### src/rtl/dtc_pkg.sv
package dtc_pkg;

   // register byte offsets, low seven address bits only
   localparam logic [6:0] OFF_CORE_CONFIG     = 7'h00;
   localparam logic [6:0] OFF_PROTOCOL_CONFIG = 7'h04;
   localparam logic [6:0] OFF_GLOBAL_IRQ_EN   = 7'h20;
   localparam logic [6:0] OFF_IRQ_STATUS      = 7'h24;
   localparam logic [6:0] OFF_IRQ_ENABLE      = 7'h28;
   localparam logic [6:0] OFF_QUEUE_VACANCY   = 7'h2c;
   localparam logic [6:0] OFF_CMD_QUEUE_ENTRY = 7'h30;

   // protocol_config field positions
   localparam int POS_EOTP       = 13;
   localparam int POS_PIX_LO     = 7;
   localparam int POS_BLLP_LP    = 6;
   localparam int POS_NULL_PKT   = 5;
   localparam int POS_VMODE_LO   = 3;
   localparam int POS_LANES_LO   = 0;

   // irq_status bit positions
   localparam int POS_QFULL      = 2;
   localparam int POS_BAD_DT     = 1;
   localparam int POS_UNDERRUN   = 0;

   // core_config bit positions
   localparam int POS_SOFT_RST   = 1;
   localparam int POS_CORE_EN    = 0;

   // command entry field positions
   localparam int POS_BYTE1_LO   = 16;
   localparam int POS_BYTE0_LO   = 8;
   localparam int POS_VC_LO      = 6;
   localparam int POS_DT_LO      = 0;

   // reset values and fixed field values
   localparam logic       RST_EOTP      = 1'b1;
   localparam logic [5:0] RST_PIX_FMT   = 6'h3e;
   localparam logic [1:0] RST_VMODE     = 2'h0;
   localparam logic [5:0] QUEUE_DEPTH   = 6'h20;
   localparam logic [1:0] LANES_CFG     = 2'h3;

   // pixel format data types
   localparam logic [5:0] PIX_RGB565    = 6'h0e;
   localparam logic [5:0] PIX_RGB666P   = 6'h1e;
   localparam logic [5:0] PIX_RGB666L   = 6'h2e;
   localparam logic [5:0] PIX_RGB888    = 6'h3e;
   localparam logic [5:0] PIX_COMPRESS  = 6'h0b;

   // blanking filler data types
   localparam logic [5:0] DT_BLANKING   = 6'h19;
   localparam logic [5:0] DT_NULL       = 6'h09;

   typedef enum logic [1:0] {
      VM_SYNC_PULSE,
      VM_SYNC_EVENT,
      VM_BURST,
      VM_RSVD
   } dtc_vmode_e;

   typedef struct packed {
      logic [7:0] byte1;
      logic [7:0] byte0;
      logic [1:0] vc;
      logic [5:0] dtype;
   } dtc_short_pkt_s;

   typedef struct packed {
      logic       eotp_en;
      logic       bllp_lp;
      logic       null_pkt;
      dtc_vmode_e vmode;
      logic       soft_rst;
      logic       core_en;
      logic       glob_en;
      logic [2:0] irq_mask;
   } dtc_cfg_s;

   typedef struct packed {
      logic     [2:0] flags;
      logic     [5:0] vacancy;
      logic     [31:0] rdata;
      logic     [31:0] entry_shadow;
      dtc_short_pkt_s  pkt;
      logic            pkt_valid;
   } dtc_stat_s;

   typedef struct packed {
      dtc_cfg_s  cfg;
      dtc_stat_s st;
   } dtc_state_s;

endpackage : dtc_pkg

### src/rtl/dtc_regs.sv
`timescale 1ns/1ps

module dtc_regs
   import dtc_pkg::*;
(
   input  wire logic           clk_in,
   input  wire logic           nrst_in,
   input  wire logic           ce_in,
   input  wire logic [31:0]    addr_in,
   input  wire logic           wr_in,
   input  wire logic           rd_in,
   input  wire logic [31:0]    wdata_in,
   output logic      [31:0]    rdata_out,
   input  wire logic           underrun_in,
   input  wire logic           pkt_pop_in,
   output dtc_short_pkt_s      pkt_out,
   output logic                pkt_valid_out,
   output logic                eotp_en_out,
   output logic [5:0]          pix_fmt_out,
   output logic                bllp_lp_out,
   output logic [5:0]          filler_dt_out,
   output dtc_vmode_e          vmode_out,
   output logic [1:0]          lanes_out,
   output logic                core_en_out,
   output logic                irq_out
);

   dtc_state_s      r;
   dtc_state_s      next_r;
   logic [6:0]      a;
   logic [5:0]      dt;
   logic            dt_ok;
   logic            push;
   logic            pop;
   logic [2:0]      evt;
   logic [2:0]      w1c;
   logic [31:0]     proto_word;

   assign a  = addr_in[6:0];
   assign dt = wdata_in[POS_DT_LO +: 6];

   always_comb begin
      case (dt)
         6'h07, 6'h02, 6'h12, 6'h22, 6'h32, 6'h03, 6'h13,
         6'h23, 6'h05, 6'h15, 6'h16, 6'h37: dt_ok = 1'b1;
         default: dt_ok = 1'b0;
      endcase
   end

   always_comb begin
      proto_word = 32'h0;
      proto_word[POS_EOTP]            = r.cfg.eotp_en;
      proto_word[POS_PIX_LO +: 6]     = RST_PIX_FMT;
      proto_word[POS_BLLP_LP]         = r.cfg.bllp_lp;
      proto_word[POS_NULL_PKT]        = r.cfg.null_pkt;
      proto_word[POS_VMODE_LO +: 2]   = r.cfg.vmode;
      proto_word[POS_LANES_LO +: 2]   = LANES_CFG;
   end

   always_comb begin
      next_r = r;
      evt    = 3'h0;
      w1c    = 3'h0;
      push   = 1'b0;
      // a single-entry staging slot; vacancy counts free entries, down on a push and up on a pop
      pop    = pkt_pop_in && r.st.pkt_valid;
      if (wr_in) begin
         case (a)
            OFF_CORE_CONFIG: begin
               next_r.cfg.soft_rst = wdata_in[POS_SOFT_RST];
               next_r.cfg.core_en  = wdata_in[POS_CORE_EN];
            end
            OFF_PROTOCOL_CONFIG: begin
               next_r.cfg.eotp_en  = wdata_in[POS_EOTP];
               next_r.cfg.bllp_lp  = wdata_in[POS_BLLP_LP];
               next_r.cfg.null_pkt = wdata_in[POS_NULL_PKT];
               next_r.cfg.vmode    = dtc_vmode_e'(wdata_in[POS_VMODE_LO +: 2]);
            end
            OFF_GLOBAL_IRQ_EN: next_r.cfg.glob_en = wdata_in[0];
            OFF_IRQ_STATUS:    w1c = wdata_in[2:0];
            OFF_IRQ_ENABLE:    next_r.cfg.irq_mask = wdata_in[2:0];
            OFF_CMD_QUEUE_ENTRY: begin
               next_r.st.entry_shadow = {8'h00, wdata_in[23:0]};
               if (!dt_ok) begin
                  evt[POS_BAD_DT] = 1'b1;
               end else if (r.st.vacancy == 6'h00) begin
                  evt[POS_QFULL] = 1'b1;
               end else begin
                  push = 1'b1;
               end
            end
            default: ; // unmapped writes are silently dropped
         endcase
      end
      if (push) begin
         next_r.st.pkt.byte1 = wdata_in[POS_BYTE1_LO +: 8];
         next_r.st.pkt.byte0 = wdata_in[POS_BYTE0_LO +: 8];
         next_r.st.pkt.vc    = wdata_in[POS_VC_LO +: 2];
         next_r.st.pkt.dtype = dt;
         next_r.st.pkt_valid = 1'b1;
      end else if (pop && r.st.vacancy == QUEUE_DEPTH - 6'h01) begin
         next_r.st.pkt_valid = 1'b0;
      end
      case ({push, pop})
         2'b10: next_r.st.vacancy = r.st.vacancy - 6'h01;
         2'b01: next_r.st.vacancy = r.st.vacancy + 6'h01;
         default: ;
      endcase
      // full detected on the write that takes the last free entry
      if (push && !pop && r.st.vacancy == 6'h01) begin
         evt[POS_QFULL] = 1'b1;
      end
      evt[POS_UNDERRUN] = underrun_in;
      // set wins over clear; capture independent of mask
      next_r.st.flags = (r.st.flags & ~w1c) | evt;
      if (next_r.cfg.soft_rst) begin
         next_r.st.flags = 3'h0;
      end
      next_r.st.rdata = 32'h0;
      if (rd_in) begin
         case (a)
            OFF_CORE_CONFIG:     next_r.st.rdata = {29'h0, 1'b1, r.cfg.soft_rst,
                                                    r.cfg.core_en};
            OFF_PROTOCOL_CONFIG: next_r.st.rdata = proto_word;
            OFF_GLOBAL_IRQ_EN:   next_r.st.rdata = {31'h0, r.cfg.glob_en};
            OFF_IRQ_STATUS:      next_r.st.rdata = {29'h0, r.st.flags};
            OFF_IRQ_ENABLE:      next_r.st.rdata = {29'h0, r.cfg.irq_mask};
            OFF_QUEUE_VACANCY:   next_r.st.rdata = {26'h0, r.st.vacancy};
            OFF_CMD_QUEUE_ENTRY: next_r.st.rdata = r.st.entry_shadow;
            default:             next_r.st.rdata = 32'h0;
         endcase
      end
   end

   always_ff @(posedge clk_in) begin
      if (!nrst_in) begin
         r.cfg.eotp_en      <= RST_EOTP;
         r.cfg.bllp_lp      <= 1'b0;
         r.cfg.null_pkt     <= 1'b0;
         r.cfg.vmode        <= VM_SYNC_PULSE;
         r.cfg.soft_rst     <= 1'b0;
         r.cfg.core_en      <= 1'b0;
         r.cfg.glob_en      <= 1'b0;
         r.cfg.irq_mask     <= 3'h0;
         r.st.flags         <= 3'h0;
         r.st.vacancy       <= QUEUE_DEPTH;
         r.st.rdata         <= 32'h0;
         r.st.entry_shadow  <= 32'h0;
         r.st.pkt           <= '0;
         r.st.pkt_valid     <= 1'b0;
      end else if (ce_in) begin
         r <= next_r;
      end
   end

   assign rdata_out     = r.st.rdata;
   assign pkt_out       = r.st.pkt;
   assign pkt_valid_out = r.st.pkt_valid;
   assign eotp_en_out   = r.cfg.eotp_en;
   assign pix_fmt_out   = RST_PIX_FMT;
   assign bllp_lp_out   = r.cfg.bllp_lp;
   assign filler_dt_out = r.cfg.null_pkt ? DT_NULL : DT_BLANKING;
   assign vmode_out     = r.cfg.vmode;
   assign lanes_out     = LANES_CFG;
   assign core_en_out   = r.cfg.core_en;
   assign irq_out       = r.cfg.glob_en & |(r.st.flags & r.cfg.irq_mask);

endmodule : dtc_regs

### config.mk
export PLATFORM = sky130hd
export DESIGN_NAME = dtc_regs
export DESIGN_NICKNAME = d
export VERILOG_FILES = /design/src/rtl/dtc_pkg.sv /design/src/rtl/dtc_regs.sv
export SDC_FILE = /design/constraint.sdc
export NUM_CORES = 1
export LEC_CHECK = 0
export BUFFER_PORTS_ARGS = -buffer_cell sky130_fd_sc_hd__buf_4
export CORE_UTILIZATION = 55
export CTS_CLUSTER_DIAMETER = 50
export DETAILED_ROUTE_END_ITERATION = 7
export HOLD_SLACK_MARGIN = 0.1
export PLACE_DENSITY = 0.85
export REMOVE_ABC_BUFFERS = 1
export SETUP_SLACK_MARGIN = 0.05
export SLEW_MARGIN = 0
export SYNTH_ARGS = -nofsm -noshare
export SYNTH_HDL_FRONTEND = slang
export SYNTH_SLANG_ARGS = --single-unit
### constraint.sdc
create_clock -name clk_in -period 7.81 [get_ports clk_in]
set_input_delay 0.3905 -clock clk_in [delete_from_list [all_inputs] [get_ports clk_in]]
set_output_delay 0.3905 -clock clk_in [all_outputs]
set_load 0.05 [all_outputs]
; ---- Word-level counts from Yosys, hierarchy flattened
; Cells that the tools add are included.
[classes]
addsub = 2
eq_ne = 22
multipliers = 0
shifts = 0
reduce_logical = 19
magnitude_cmp = 0
div = 0
bitwise = 5
mux = 24
[op_table]
columns = operator, n
row1 = $pmux 24 s7, 1
row2 = $eq 7x6->1 const B, 5
row3 = $eq 6x5->1 const B, 5
row4 = $eq 6x6->1 const B, 4
row5 = $mux 24, 1
row6 = $reduce_and 3->1, 5
row7 = $eq 6x2->1 const B, 2
row8 = $eq 6x3->1 const B, 2
row9 = $mux 1, 12
row10 = $mux 3, 4
row11 = $pmux 6 s2, 1
row12 = $reduce_or 12->1, 1
row13 = $eq 7x3->1 const B, 1
row14 = $logic_not 7->1, 1
row15 = $add 6x1->6 const B, 1
row16 = $and 3x3->3, 2
row17 = $eq 6x1->1 const B, 1
row18 = $logic_not 6->1, 1
row19 = $mux 2, 3
row20 = $mux 6, 1
row21 = $reduce_and 2->1, 3
row22 = $sub 6x1->6 const B, 1
row23 = $mux 5, 1
row24 = $logic_and 1x1->1, 4
row25 = 8 further kinds, 9
[totals]
in_bits = 71
mem_bits_ro = 0
memories = 0
latch_bits = 0
ramBits = 0
reg_bits = 101
word_cells = 89

; ---- Depth between registers and ports, before layout
; Gate-level depths: netlist of the first run.
[logic_depth]
word_depth = 11
mapped_depth = 13
mapped_depth_nobuf = 12

; ---- Worst setup path before layout of the first run
; OpenSTA, ideal clock, no wires.
[synth_path]
path_type = input to register
from = input addr_in[1]
to = register r[93] in the netlist's numbering
arrival_ns = 2.942
required_time_ns = 7.682
setup_time_ns = 0.128
path_slack_ns = 4.741
path_stages = 11
path_buffers = 2
cell_sequence = or3_1 > clkbuf_2 > nor2_1 > nand3_1 > or2_2 > ha_1 > clkbuf_1 > or4b_2 > a21oi_1 > xnor2_1 > nor2_1
[synth_between]
elab_chain_cells = 6
word_cells_on_any_way = 8
[synth_rtl]
columns = element, line
row1 = start: declaration, dtc_regs.sv:9  ; input wire logic [31:0] addr_in,
row2 = $eq 7x6->1 *, dtc_regs.sv:68  ; case (a)
row3 = $mux 1 *, dtc_regs.sv:68
row4 = $mux 1 *, dtc_regs.sv:67  ; if (wr_in) begin
row5 = $eq 2x1->1 / $eq 2x2->1 (equally long branches), dtc_regs.sv:104  ; case ({push, pop})
row6 = $reduce_bool 2->1 (no line), -
row7 = $reduce_and 2->1 (no line), -
row8 = end signal: assignment, dtc_regs.sv:152  ; r <= next_r;
row9 = end: declaration, dtc_regs.sv:28  ; dtc_state_s r;
; Mark *: on every way between the ends. The rest lies on a longest branch, timed or not.
; A chain may end at the register's enable or synchronous reset.

; ---- Worst setup path after layout of the first run
; Ends and elaborated chain as after synthesis.

==> results of run 1 <==
[stage by stage]
| stage | instances | setup WS (ns) | power, µW | cell area [µm²] |
|---|---|---|---|---|
| floorplan | 474 | 4.83 | 530 | 3990 |
| global placement | 674 | 4.36 | 564 | 4840 |
| detailed placement | 674 | 4.33 | 566 | 4840 |
| CTS | 689 | 4.72 | 877 | 5030 |
| global route | 689 | 4.48 | 905 | 5030 |
| finish | 689 | 4.71 | 878 | 5030 |
[kinds of logic (layout without fill, tap and decap cells)]
logic type | after synthesis | after routing | share of synthesized area (%)
AOI/OAI and AO/OA | 134 | 134 | 17.6
other | 2 | 21 | 0.162
and+or+nand+nor | 189 | 189 | 19.8
muxes | 17 | 17 | 3.71
buffers and inverters | 117 | 119 | 16.0
xor gates and xnor gates | 6 | 6 | 1.14
DFF | 93 | 93 | 40.3
adders and majority gates | 5 | 5 | 1.35
[metal layers]
metal,share of wire [%],vias to the layer above,track usage (%)
met5,0,-,0
met4,1.6,0,10.0
met3,5.9,20,5.26
met2,49,143,42.2
met1,43,1885,31.6
li1,-,1894,-
[final cells by class]
cell class	count	area [µm²]	share of cell area (%)
Sequential cell	93	1860	37.0
Tap cell	105	131	2.61
Clock buffer	9	124	2.46
Timing Repair Buffer	95	713	14.2
Multi-Input combinational cell	372	2100	41.7
Clock inverter	6	70.1	1.39
Inverter	9	33.8	0.671
[report_power, final]
group | switching [µW] | total [µW] | leakage [µW] | internal (µW)
Clock | 174 | 323 | 0.0000883 | 148
Sequential | 1.14 | 476 | 0.000749 | 475
Combinational | 59.9 | 79.7 | 0.00112 | 19.8
[state kept, by name, summed over array words and instances (netlist names)]
signal / count
r: 38
pkt_out: 24
rdata_out: 24
vmode_out: 2
bllp_lp_out: 1
core_en_out: 1
eotp_en_out: 1
pkt_valid_out: 1
proto_word: 1
[worst max-delay path, cell delays in order]
cell and delay [ns]:
buf_4 0.12, or3_1 0.49, nor2_1 0.59, nand3_1 0.12, or2_2 0.32, ha_1 0.30
or4b_2 0.64, a21oi_1 0.18, xnor2_1 0.13, nor2_1 0.05
[cell usage in the layout (no fill, tap or decap), drive strengths merged, types with 4 or more instances in the layout]
cell type,Yosys,routed
buf,81,95
dfxtp,93,93
nand2,66,66
a21oi,61,61
nor2,40,40
nand3,38,38
o21ai,33,33
conb,2,21
mux2i,16,16
a22oi,14,14
inv,8,10
clkbuf,27,9
a22o,7,7
nand4,7,7
nor3,7,7
a2bb2oi,5,5
ha,5,5
and2,4,4
or3,4,4
and3,4,4
[how the worst max path moves through the flow]
stage               startpoint                 end  slack (ns)  cells after the start
floorplan           addr_in[1]  r[93]$_SDFFE_PN0P_        4.83                      9
global placement    addr_in[1]  r[93]$_SDFFE_PN0P_        4.36                     10
detailed placement  addr_in[1]  r[93]$_SDFFE_PN0P_        4.33                     10
CTS                 addr_in[1]  r[93]$_SDFFE_PN0P_        4.72                     10
global route        addr_in[1]  r[93]$_SDFFE_PN0P_        4.48                     10
finish              addr_in[1]  r[93]$_SDFFE_PN0P_        4.71                     10
==> flow_summary.ini, run 1 <==
[outcome]
status = completed

[die]
num_rows = 33
die_y_um = 93.7
die-area_um2 = 8780
start_util_pct = 56.6
pin_count = 148
fp.dieW_um = 93.7
core_area_um2 = 8180

[synth]
synth_area_leader_cell = dfxtp_1
yosys-top-cells-area = dfxtp_1, buf_4, a21oi_1, nand2_1, nand3_1
synth-seq-cells = 93
synthFlopType = dfxtp_1
synthTopCellsByCount = dfxtp_1, buf_4, nand2_1, a21oi_1, nor2_1
async_flop_share_pct = 0
ys_seq_area_share_pct = 40.3
yosys.cell_count.top_type = dfxtp_1
synthesis.area_um2 = 4620
synth_cell_types = 57
synth_edf_count = 0
avgSynthCellArea_um2 = 8.21
ys_warn_count = 0
synth_cells = 563
synth_top_area_share_pct = 40.3

[global_routing]
grt-ovfl-total = 0
grt_max_degree = 80
grt_pass1_wl_um = 17300
grt_pass1_vias = 3627
antenna_found_initial = 0
grt_util_all_layers_pct = 25.2

[cells_and_area]
fin_util_pct = 61.6
syn_to_final_growth_pct = 8.90
fillers = 741
drive_above_1_share_pct = 21.1
fin_nets = 656
n_antenna_cell = 0

[timing]
hold_slack_ns = 0.270
maxSlewViolCount = 0
max_clock_freq_mhz = 323
fin_crit_ns = 3.10
worst_pin_slew_ns = 1.14
final.setup.tns_ns = 0
slew_headroom_pct = 24.3
setup_viol = 0
hold_viol = 0
post-route-period-util_pct = 39.6
grt_setup_unrepaired = no
fin_worst_skew_ns = 0.00919

[min_path]
hold_path.startpoint = nrst_in
min_path_type = primary input to flop
min_path_cells = 2
hold_end = eotp_en_out$_SDFFE_PN1P_

[drt]
finalWirelength_um = 10900
firstDrtPassIters = 5
vias = 3942
drtIter0Drc = 199
wire_per_inst_um = 15.9
via_per_inst = 5.72
final_antenna_net_count = 0
drc_errors = 0

[power]
leakage_uw = 0.00196
powerDensity_nw_per_um2 = 174
ir_drop_uv = 103

[place]
dp_hpwl_um = 7400
io_buffers = 93
gp_congestion = 0.895

[setup_path]
cp.required_ns = 8.04
reg2reg_slack_ns = 5.01
rr_startpoint = r[89]$_SDFFE_PN0P_
critical_path_class = primary input to flop
crit_fanout = 10
startpoint_type = primary input
r2r_cells = 10
end_kind = flop
cp_data_arrival_time_ns = 3.32
r2r-end = r[93]$_SDFFE_PN0P_

[cts]
root_buffer = clkbuf_8
cts_made_buffers = 9
post_cts_resize_count = 0
clkSinkCount = 93
cts_tree = done
post_cts_buffers = 0
h-tree-depth = 3
postCtsHoldBufs = 0
cts_buffer_depth = 2
clkTransAtPathRegs_ns = 0.09
insertion_delay_ns = 0.36

[job]
drv_cap = 0
No activity file was read; power rests on OpenSTA's default activity.
==> inputs of run 2 (changes only) <==
--- a/config.mk
+++ b/config.mk
@@ -6,11 +6,11 @@
 export NUM_CORES = 1
 export LEC_CHECK = 0
 export BUFFER_PORTS_ARGS = -buffer_cell sky130_fd_sc_hd__buf_4
-export CORE_UTILIZATION = 55
+export CORE_UTILIZATION = 51
 export CTS_CLUSTER_DIAMETER = 50
 export DETAILED_ROUTE_END_ITERATION = 7
 export HOLD_SLACK_MARGIN = 0.1
-export PLACE_DENSITY = 0.85
+export PLACE_DENSITY = 0.8
 export REMOVE_ABC_BUFFERS = 1
 export SETUP_SLACK_MARGIN = 0.05
 export SLEW_MARGIN = 0
==> constraint.sdc (replaced) <==
create_clock -name clk_in -period 3.1 [get_ports clk_in]
set_input_delay 0.155 -clock clk_in [delete_from_list [all_inputs] [get_ports clk_in]]
set_output_delay 0.155 -clock clk_in [all_outputs]
set_load 0.05 [all_outputs]
==> run 2 against run 1 <==
Critical path depth up 1. Core utilization down 0.48 points. Total power rose to 2.5 times the previous value. Clock power up 150%.
==> flow_summary.ini, run 2 (synthesis gave the netlist of run 1 again) <==
[cells_and_area]
fin_util_pct = 61.1
fillers = 775
top_register = r
final_common_cell = buf_4
seqCellArea_um2 = 1860
drive_above_1_share_pct = 21.5
syn_to_final_growth_pct = 15.8
instances_no_fill = 727
largest_reg_flops = 38
n_antenna_cell = 0
multi_input_area_um2 = 2100
fin_nets = 690
final_cell_mix = buf_4, dfxtp_1, nand2_1, a21oi_1, nor2_1

[place]
placed_cells = 686
dp_hpwl_um = 7900
dp_worst_setup_slack_ns = 0.330
io_buffers = 93
gp_congestion = 0.892

[setup_path]
critical_path_class = primary input to flop
reg2reg_slack_ns = 0.39
r2r-end = r[93]$_SDFFE_PN0P_
crit_start = wdata_in[0]
r2r_cells = 10
crit_path_end = r[93]$_SDFFE_PN0P_
end_kind = flop
cp.required_ns = 3.34
crit_fanout = 10
rr_startpoint = r[89]$_SDFFE_PN0P_
cp_data_arrival_time_ns = 3.13
startpoint_type = primary input

[die]
pin_count = 148
fp.dieW_um = 97.2
die-area_um2 = 9450
core_area_um2 = 8760
start_util_pct = 52.8
num_rows = 34
die_y_um = 97.2

[cts]
cts_buffer_depth = 2
h-tree-depth = 3
insertion_delay_ns = 0.38
clkTransAtPathRegs_ns = 0.10
root_buffer = clkbuf_8
cts_made_buffers = 9
cts_tree = done
clkSinkCount = 93

[drt]
drtIter0Drc = 315
finalWirelength_um = 11600
wire_per_inst_um = 16.0
drc_errors = 0
via_per_inst = 5.64
firstDrtPassIters = 6
vias = 4100
final_antenna_net_count = 0

[timing]
worst_pin_slew_ns = 0.785
slew_headroom_pct = 47.5
max_clock_freq_mhz = 346
fin_ws_ns = 0.213
setup_viol = 0
hold_viol = 0
grt_setup_unrepaired = no
maxSlewViolCount = 0
fin_crit_ns = 2.89
fin_worst_skew_ns = 0.0127
post-route-period-util_pct = 93.1
final.setup.tns_ns = 0

[power]
ir_drop_uv = 199
switchingPower_uw = 634
leakage_uw = 0.00211
power_frac_clock_pct = 35.9
powerDensity_nw_per_um2 = 417
p_int_uw = 1600
swShare_pct = 28.4
pwr-share-comb_pct = 10.4
seqPwrFrac_pct = 53.7

[min_path]
hold_path.startpoint = wdata_in[1]
min_path_type = primary input to flop

[global_routing]
grt_util_all_layers_pct = 24.9
grt-ovfl-total = 0
grt_pass1_wl_um = 19100
grt_max_degree = 45
antenna_found_initial = 0
grt_pass1_vias = 3932

[outcome]
status = completed

[job]
drv_cap = 0
run 2: how the worst min path moves through the flow:
| stage | to | cells past startpoint |
|---|---|---|
| floorplan | eotp_en_out$_SDFFE_PN1P_ | 1 |
| global placement | r[94]$_SDFFE_PN1P_ | 2 |
| detailed placement | r[94]$_SDFFE_PN1P_ | 2 |
| CTS | r[26]$_SDFFE_PN0P_ | 3 |
| global route | r[26]$_SDFFE_PN0P_ | 3 |
| finish | r[26]$_SDFFE_PN0P_ | 3 |
run 2: layout make-up:
cell class              count  area share [%]
inverters                   9           0.631
repair buffers            129            19.3
well taps                 108            2.52
flip-flops and latches     93            34.8
clock buffers              10            2.57
multi-input cells         372            39.3
clock inverters             6            1.00
run 2: per-stage QoR:
stage	total power (µW)	area, µm²	hold slack, ns
finish	2230	5360	0.113
global route	2300	5360	0.111
CTS	2240	5350	0.104
detailed placement	1430	4910	0.392
global placement	1430	4910	0.389
floorplan	1340	3990	0.217
run 2: power groups by stage:
stage          sequential (µW)  clock [µW]  combinational, µW
6_report                  1200         800                232
5_1_grt                   1200         851                247
2_1_floorplan             1230           0                109
3_5_place_dp              1230           0                204
4_1_cts                   1200         809                230
3_3_place_gp              1230           0                200
run 2: repair_timing:
| item | CTS | global route |
|---|---|---|
| hold buffers | 25 | 0 |
| gates resized for setup | 0 | 1 |
| endpoints found under the hold margin | 51 | 0 |
| setup endpoints to repair | 0 | 4 |
| buffers inserted | 0 | 0 |
run 2: critical path, stage by stage:
cell	delay, ns
dlygate4sd3_1	0.53
buf_4	0.18
nor4bb_1	0.36
a2111oi_1	0.15
a21o_1	0.22
or2_2	0.33
ha_1	0.22
or4b_2	0.61
a21oi_1	0.18
xnor2_1	0.14
nor2_1	0.05
run 2: layer usage:
metal	share of wire (%)	global-route usage, %	routed length, µm
met1	43	31.7	5020
met2	49	42.1	5700
met3	5.8	4.46	676
met4	1.9	9.39	223
met5	0	0	0
